==> config.mk <==
export PLATFORM = sky130hd
export DESIGN_NAME = itfc_classifier
export DESIGN_NICKNAME = d
export VERILOG_FILES = /design/src/itfc_pkg.sv /design/src/itfc_classifier.sv
export SDC_FILE = /design/constraint.sdc
export NUM_CORES = 1
export LEC_CHECK = 0
export BUFFER_PORTS_ARGS = -buffer_cell sky130_fd_sc_hd__buf_2
export CAP_MARGIN = 10
export CORE_ASPECT_RATIO = 0.5
export CORE_UTILIZATION = 50
export DETAILED_ROUTE_END_ITERATION = 6
export PLACE_DENSITY = 0.76
export SYNTH_ARGS = -nofsm -noshare
export SYNTH_HDL_FRONTEND = slang
export SYNTH_SLANG_ARGS = --single-unit
==> constraint.sdc <==
create_clock -name clock -period 3.35 [get_ports clock]
set_input_delay 0.67 -clock clock [delete_from_list [all_inputs] [get_ports clock]]
set_output_delay 0.67 -clock clock [all_outputs]
set_load 0.01 [all_outputs]
==> src/itfc_pkg.sv <==
package itfc_pkg;

    // ------------------------------------------------------------
    // fault reason codes
    // ------------------------------------------------------------
    localparam logic [7:0] REASON_NONE        = 8'h00;
    localparam logic [7:0] REASON_ROOT_NP     = 8'h01;
    localparam logic [7:0] REASON_CTX_NP      = 8'h02;
    localparam logic [7:0] REASON_CTX_INVALID = 8'h03;
    localparam logic [7:0] REASON_ROOT_FETCH  = 8'h08;
    localparam logic [7:0] REASON_CTX_FETCH   = 8'h09;
    localparam logic [7:0] REASON_ROOT_RSVD   = 8'h0a;
    localparam logic [7:0] REASON_CTX_RSVD    = 8'h0b;
    localparam logic [7:0] REASON_SL_RSVD     = 8'h0c;
    localparam logic [7:0] REASON_CTX_BLOCK   = 8'h0d;
    localparam logic [7:0] REASON_FL_TOP      = 8'h15;
    localparam logic [7:0] REASON_FL_LOWER    = 8'h17;

    // ------------------------------------------------------------
    // request kinds and header encodings
    // ------------------------------------------------------------
    localparam logic [1:0] ADDR_TYPE_TRANSLATED = 2'h2;
    localparam logic [1:0] LEGACY_TT_ALLOWED    = 2'h1;
    localparam logic [2:0] EXT_TT_A             = 3'h1;
    localparam logic [2:0] EXT_TT_B             = 3'h5;
    localparam logic [2:0] EXT_TT_C             = 3'h7;

    // ------------------------------------------------------------
    // completion status
    // ------------------------------------------------------------
    localparam logic [1:0] STATUS_OK    = 2'h0;
    localparam logic [1:0] STATUS_UR    = 2'h1;
    localparam logic [1:0] STATUS_CA    = 2'h2;

    // ------------------------------------------------------------
    // register map: offsets and layouts
    // ------------------------------------------------------------
    localparam int         ADDR_W          = 4;
    localparam logic [3:0] REG_STATUS      = 4'h0;
    localparam logic [3:0] REG_CLEAR       = 4'h1;
    localparam logic [3:0] REG_ENABLE      = 4'h2;
    localparam logic [3:0] REG_LAST_FAULT  = 4'h3;
    localparam logic [3:0] REG_CONTROL     = 4'h4;
    localparam logic [3:0] REG_FAULT_COUNT = 4'h5;
    localparam int         STAT_FAULT      = 0;
    localparam int         STAT_QUAL       = 1;
    localparam int         STAT_ABORT      = 2;
    localparam int         NUM_EVENTS      = 3;
    localparam int         CTRL_EXEC_EN    = 0;
    localparam logic [NUM_EVENTS-1:0] ENABLE_RESET = 3'h0;

endpackage

==> src/itfc_classifier.sv <==
// ----------------------------------------------------------------
// Notes on behaviour
// ----------------------------------------------------------------
// Notes on behaviour
// - pasid request context fetch error gives 9h
// - present extended root half reserved bit gives Ah
// - pasid present extended context reserved gives Bh
// - permitted second-level entry reserved gives qualified Ch
// - execute bit counts only if supported and enabled
// - first-level top entry read error gives 15h
// - lower first-level entry read error gives 17h
// - address type 10b means translated, no pasid
// - translated request, root not present gives 1h
// - translated request, context not present gives 2h
// - translated request, bad context programming gives 3h
// - translated request, root fetch error gives 8h
// - translated request, context fetch error gives 9h
// - translated request, root reserved bit gives Ah
// - translated request, context reserved bit gives Bh
// - wrong translation type gives qualified Dh
// - pasid root fetch error completes with abort
`timescale 1ns/10ps

module itfc_classifier #(
    parameter bit EXEC_SUPPORTED = 1'b1,
    parameter int COUNT_W        = 16
) (
    input  wire logic                        clock,
    input  wire logic                        rst,
    input  wire logic                        clk_en,
    // one walk result per cycle, from the table walker on this clock
    input  wire logic                        req_valid,
    input  wire logic [1:0]                  address_type_field,
    input  wire logic                        req_has_pasid,
    input  wire logic                        extended_mode,
    input  wire logic                        root_fetch_err,
    input  wire logic                        root_present,
    input  wire logic                        lower_half_present,
    input  wire logic                        upper_half_present,
    input  wire logic                        use_upper_half,
    input  wire logic                        root_rsvd_lo,
    input  wire logic                        root_rsvd_hi,
    input  wire logic                        ctx_fetch_err,
    input  wire logic                        ctx_present,
    input  wire logic                        ctx_rsvd,
    input  wire logic                        ctx_aw_unsupported,
    input  wire logic                        ctx_tt_unsupported,
    input  wire logic [2:0]                  ctx_tt,
    input  wire logic                        sl_valid,
    input  wire logic                        sl_read,
    input  wire logic                        sl_write,
    input  wire logic                        sl_exec,
    input  wire logic                        sl_rsvd,
    input  wire logic                        fl_top_err,
    input  wire logic                        fl_lower_err,
    // register port
    input  wire logic [itfc_pkg::ADDR_W-1:0] reg_addr,
    input  wire logic [31:0]                 reg_wdata,
    input  wire logic                        reg_wr,
    input  wire logic                        reg_rd,
    output logic      [31:0]                 reg_rdata,
    // result
    output logic                             res_valid,
    output logic      [7:0]                  res_reason,
    output logic                             res_qualified,
    output logic      [1:0]                  res_status,
    output logic                             res_block,
    output logic                             irq
);

    // ------------------------------------------------------------
    // state
    // ------------------------------------------------------------
    typedef struct packed {
        logic                                res_valid;
        logic [7:0]                          res_reason;
        logic                                res_qualified;
        logic [1:0]                          res_status;
        logic                                res_block;
        logic [itfc_pkg::NUM_EVENTS-1:0]     status;
        logic [itfc_pkg::NUM_EVENTS-1:0]     enable;
        logic                                exec_en;
        logic [7:0]                          last_reason;
        logic [COUNT_W-1:0]                  fault_count;
        logic [31:0]                         rdata;
        logic                                irq;
    } itfc_state_t;

    itfc_state_t st;
    itfc_state_t next_st;

    logic       translated;
    logic       root_half_np;
    logic       root_rsvd_hit;
    logic       tt_blocked;
    logic       exec_eff;
    logic       sl_perm;
    logic       fault;
    logic [7:0] reason;
    logic       qualified;
    logic [itfc_pkg::NUM_EVENTS-1:0] events;
    logic [itfc_pkg::NUM_EVENTS-1:0] clr;

    // ------------------------------------------------------------
    // classification
    // ------------------------------------------------------------
    always_comb begin
        // address type alone decides translated handling; pasid is
        // ignored for such requests
        translated = (address_type_field ==
                      itfc_pkg::ADDR_TYPE_TRANSLATED);
        root_half_np = extended_mode
            ? (use_upper_half ? !upper_half_present
                              : !lower_half_present)
            : !root_present;
        // reserved bits only count in a half that is marked present
        root_rsvd_hit = extended_mode
            ? ((lower_half_present && root_rsvd_lo) ||
               (upper_half_present && root_rsvd_hi))
            : (root_present && root_rsvd_lo);
        tt_blocked = extended_mode
            ? !(ctx_tt == itfc_pkg::EXT_TT_A ||
                ctx_tt == itfc_pkg::EXT_TT_B ||
                ctx_tt == itfc_pkg::EXT_TT_C)
            : (ctx_tt[1:0] != itfc_pkg::LEGACY_TT_ALLOWED);
        exec_eff = EXEC_SUPPORTED && st.exec_en && sl_exec;
        sl_perm  = sl_read || sl_write || exec_eff;
        fault     = 1'b1;
        qualified = 1'b0;
        reason    = itfc_pkg::REASON_NONE;
        // priority chain follows walk order: root, context, paging
        if (root_fetch_err) begin
            reason = itfc_pkg::REASON_ROOT_FETCH;
        end else if (root_half_np) begin
            reason = itfc_pkg::REASON_ROOT_NP;
        end else if (root_rsvd_hit) begin
            reason = itfc_pkg::REASON_ROOT_RSVD;
        end else if (ctx_fetch_err) begin
            reason = itfc_pkg::REASON_CTX_FETCH;
        end else if (!ctx_present) begin
            reason = itfc_pkg::REASON_CTX_NP;
        end else if (ctx_rsvd) begin
            reason = itfc_pkg::REASON_CTX_RSVD;
        end else if (ctx_aw_unsupported || ctx_tt_unsupported) begin
            reason    = itfc_pkg::REASON_CTX_INVALID;
            qualified = 1'b1;
        end else if (tt_blocked) begin
            reason    = itfc_pkg::REASON_CTX_BLOCK;
            qualified = 1'b1;
        end else if (!translated && sl_valid && sl_perm && sl_rsvd) begin
            reason    = itfc_pkg::REASON_SL_RSVD;
            qualified = 1'b1;
        end else if (!translated && req_has_pasid && fl_top_err) begin
            reason    = itfc_pkg::REASON_FL_TOP;
            qualified = 1'b1;
        end else if (!translated && req_has_pasid && fl_lower_err) begin
            reason    = itfc_pkg::REASON_FL_LOWER;
            qualified = 1'b1;
        end else begin
            fault = 1'b0;
        end
    end

    // ------------------------------------------------------------
    // next state
    // ------------------------------------------------------------
    always_comb begin
        next_st = st;
        clr     = '0;
        events  = '0;
        next_st.res_valid = req_valid;
        if (req_valid) begin
            next_st.res_reason    = fault ? reason
                                          : itfc_pkg::REASON_NONE;
            next_st.res_qualified = fault && qualified;
            next_st.res_block     = fault;
            if (!fault) begin
                next_st.res_status = itfc_pkg::STATUS_OK;
            end else if (!translated &&
                         reason == itfc_pkg::REASON_ROOT_FETCH) begin
                next_st.res_status = itfc_pkg::STATUS_CA;
            end else begin
                next_st.res_status = itfc_pkg::STATUS_UR;
            end
            if (fault) begin
                next_st.last_reason = reason;
                next_st.fault_count = st.fault_count + 1'b1;
            end
            events[itfc_pkg::STAT_FAULT] = fault;
            events[itfc_pkg::STAT_QUAL]  = fault && qualified;
            events[itfc_pkg::STAT_ABORT] = fault && !translated &&
                (reason == itfc_pkg::REASON_ROOT_FETCH);
        end
        next_st.rdata = '0;
        if (reg_wr) begin
            unique case (reg_addr)
                itfc_pkg::REG_CLEAR: begin
                    clr = reg_wdata[itfc_pkg::NUM_EVENTS-1:0];
                end
                itfc_pkg::REG_ENABLE: begin
                    next_st.enable = reg_wdata[itfc_pkg::NUM_EVENTS-1:0];
                end
                itfc_pkg::REG_CONTROL: begin
                    next_st.exec_en = reg_wdata[itfc_pkg::CTRL_EXEC_EN];
                end
                default: begin
                end
            endcase
        end
        if (reg_rd) begin
            unique case (reg_addr)
                itfc_pkg::REG_STATUS: begin
                    next_st.rdata[itfc_pkg::NUM_EVENTS-1:0] = st.status;
                end
                itfc_pkg::REG_ENABLE: begin
                    next_st.rdata[itfc_pkg::NUM_EVENTS-1:0] = st.enable;
                end
                itfc_pkg::REG_LAST_FAULT: begin
                    next_st.rdata[7:0] = st.last_reason;
                end
                itfc_pkg::REG_CONTROL: begin
                    next_st.rdata[itfc_pkg::CTRL_EXEC_EN] = st.exec_en;
                end
                itfc_pkg::REG_FAULT_COUNT: begin
                    next_st.rdata[COUNT_W-1:0] = st.fault_count;
                end
                default: begin
                end
            endcase
        end
        // a new event beats a clear landing in the same cycle
        next_st.status = (st.status & ~clr) | events;
        next_st.irq    = |(next_st.status & next_st.enable);
    end

    // ------------------------------------------------------------
    // registers
    // ------------------------------------------------------------
    always_ff @(posedge clock or posedge rst) begin
        if (rst) begin
            st        <= '0;
            st.enable <= itfc_pkg::ENABLE_RESET;
        end else if (clk_en) begin
            st <= next_st;
        end
    end

    assign reg_rdata     = st.rdata;
    assign res_valid     = st.res_valid;
    assign res_reason    = st.res_reason;
    assign res_qualified = st.res_qualified;
    assign res_status    = st.res_status;
    assign res_block     = st.res_block;
    assign irq           = st.irq;

endmodule

==> results.tsv <==
metric	value	unit
status	complete, no violations	
CTS sink count	55	
mux contribution to synthesized area	3.92	%
Crit path largest cell delay	0.45	ns
Routed WL	6730	µm
fin crit period	2.27	ns
vias in the first global route	2260	
Layout area overhead	10.1	%
worst skew pair latency	0.29	ns
Power Dens Cells	463	mW/mm²
Routed Antenna Nets	0	
Die Width	116	µm
CP Max Fanout	12	
H-tree depth	2	
final hold vios	0	
GRT Total Usage	20.8	%
Via density	5.41	
XOR/XNOR Fraction of Synth Area	4.30	%
Post-synth EDFFs	0	
Core Region	0.00618	mm²
clock share of power	32.7	%
CP Launch Type	input port	
post-synth cell types	62	
Wirelength per Cell	14.4	µm
Adder-Cell Fraction of Synth Area	0.384	%
Post-synth top cells	dfrtp_1 (55), buf_4 (42), nand2_1 (35)	
combinational power share	18.9	%
DRT Pass-1 Iters	4	
post-CTS setup buffers	0	
dominant combinational cell family by area after synthesis	simple AND/OR/NAND/NOR gates	
post-synthesis simple-gate area fraction	18.4	%
Worst Hold Class	input port to asynchronous set/reset pin	
yosys warns	0	
Iter 0 DRT Violations	129	
WS Path Type	input port to register	
part of the cycle the worst path needs	67.8	%
CP Capture Type	register	
Max Buffers Root-to-Sink	2	
Die Y	59.1	µm
Finished Core Util	58.1	%
largest net degree at the start of global routing	56	
first-pass GRT wire length	10800	µm
Max Cap Violations	0	
Net Sw Frac	28.5	%
sequential power share	48.4	%
initial antenna violation count	0	
compound-gate portion of the synthesized area	17.2	%
worst path cell trace	buf_2, nor2_1, nand3b_1, nor3_4, a21o_1, nor2_1, a21o_1	
P_leak	1.66	nW
slowest cell on the critical path	a21o_1	
PortBufs	65	
unrepaired setup endpoints after global routing	false	
number of fill cells	524	
PostCTS Resize Cnt	0	
setup TNS	0	ns
area of the die	0.00686	mm²
NetSw	474	µW
Mapped Cells	336	
top_reg_cell synth	dfrtp_1	
# IOs	114	
Root Buffer	clkbuf_16	
Initial Util	52.7	%
# hold bufs at CTS	0	
setup violators final	0	
GRT Residual Overflow	0	
post-DP HPWL	5030	µm
Yosys top cell area share	42.2	%
worst endpoint required time	3.54	ns
register area share after synthesis	42.2	%
post-route DRC violation count	0	
CTS tree	yes	
Routability Congestion	0.882	
R2R depth	6	
share of layout cells above drive strength 1	27.2	%
top-count cell post-synth	dfrtp_1	
Slew Limit Headroom	61.8	%
max-slew violation count	0	
Vias	2522	
Site Rows	20	
ant diodes	0	
CTS Buf Count	5	
Power Internal	1.19	mW
Netlist Area Pre-Place	0.00326	mm²
Yosys top cell by area	dfrtp_1	
synthesized flop and latch total	55	
worst vdd ir	0.221	mV
Worst-Margin Slew	0.572	ns
WP data arrival	2.46	ns
Post-synth ARST share	100	%
clk_skew	0.00450	ns
CTS clock-pin slew for the worst setup and hold paths	0.06	ns
final net count	446	
top post-synthesis cells by area	dfrtp_1 (42%), buf_4 (9.7%), xnor2_1 (4.3%), nand2_1 (4.0%), mux2_2 (2.8%)	
Avg Cell Area, Syn	9.70	µm²
fmax	0.440	GHz
-- final cells by class --
| class | count | area, µm² | share of cell area, % |
|---|---|---|---|
| repair buffers | 68 | 360 | 10.0 |
| multi-input cells | 227 | 1510 | 42.1 |
| flip-flops and latches | 55 | 1380 | 38.4 |
| clock buffers | 8 | 156 | 4.36 |
| inverters | 20 | 75.1 | 2.09 |
| well taps | 88 | 110 | 3.07 |
-- critical path, delay by kind of cell --
family | cells | cell delay, ns
buf+inv | 1 | 0.11
compound gates | 2 | 0.62
simple gates | 4 | 1.07
-- kinds of logic (layout without fill, tap and decap cells) --
| logic type | after synthesis | count (layout) |
|---|---|---|
| AND/OR/NAND/NOR | 110 | 110 |
| buffers and inverters | 72 | 96 |
| AO/OA/AOI/OAI | 71 | 71 |
| flip-flops | 55 | 55 |
| XOR/XNOR | 16 | 16 |
| multiplexers | 10 | 10 |
| adder cells (fa/ha/maj) | 1 | 1 |
| other | 1 | 19 |
-- final timing paths --
check / start / endpoint / slack, ns
min: rst / reg_rdata[9]$_DFFE_PP0P_ / 0.43
min in group clock: res_block$_DFFE_PP0P_ / res_block$_DFFE_PP0P_ / 0.47
max: ctx_tt_unsupported / res_reason[1]$_DFFE_PP0P_ / 1.08
max reg2reg: st[57]$_DFFE_PP0P_ / res_reason[1]$_DFFE_PP0P_ / 1.21
min reg2reg: res_block$_DFFE_PP0P_ / res_block$_DFFE_PP0P_ / 0.47
max in group asynchronous: rst / reg_rdata[7]$_DFFE_PP0P_ / 2.37
-- power by group through the flow --
stage / combinational (mW) / sequential (mW) / clock, mW
2_1_floorplan: 0.248 / 0.795 / 0
3_3_place_gp: 0.298 / 0.810 / 0
3_5_place_dp: 0.311 / 0.815 / 0
4_1_cts: 0.312 / 0.802 / 0.555
5_1_grt: 0.346 / 0.812 / 0.582
6_report: 0.314 / 0.804 / 0.543
-- metrics by stage --
stage          hold WS [ns]  total power, mW  worst slack (ns)  cells  instance area (µm²)
3_3_place_gp          0.457             1.11             0.849    457                 3410
5_1_grt               0.486             1.74             0.943    466                 3590
6_report              0.429             1.66              1.08    466                 3590
2_1_floorplan         0.444             1.04              1.29    354                 3330
3_5_place_dp          0.462             1.13             0.782    457                 3410
4_1_cts               0.477             1.67              1.08    465                 3570
-- layer usage --
layer	wire length, µm	track usage [%]
met2	3250	36.1
met1	2960	26.4
met4	80	5.86
met5	0	0
met3	440	5.11
-- layout by cell type (no fill, tap or decap), drive strengths merged, types with 3 or more instances in the layout --
cell type	n
nand3b	3
clkbuf	8
nand4	6
buf	68
dfrtp	55
conb	19
nor2b	8
o211ai	4
mux2	9
a21o	8
a21oi	9
and4	4
and3	3
o21ai	18
nand3	14
inv	20
o22ai	4
nor3	6
a211oi	4
nor2	16
nand2	36
a22oi	7
xnor2	16
and2	4
-- flip-flops by register name (all words and copies together), names as in the netlist --
| signal | count |
|---|---|
| res_valid | 1 |
| res_qualified | 1 |
| res_status | 2 |
| reg_rdata | 16 |
| st | 28 |
| res_block | 1 |
| res_reason | 5 |
| irq | 1 |
(Power assumes the default switching activity.)
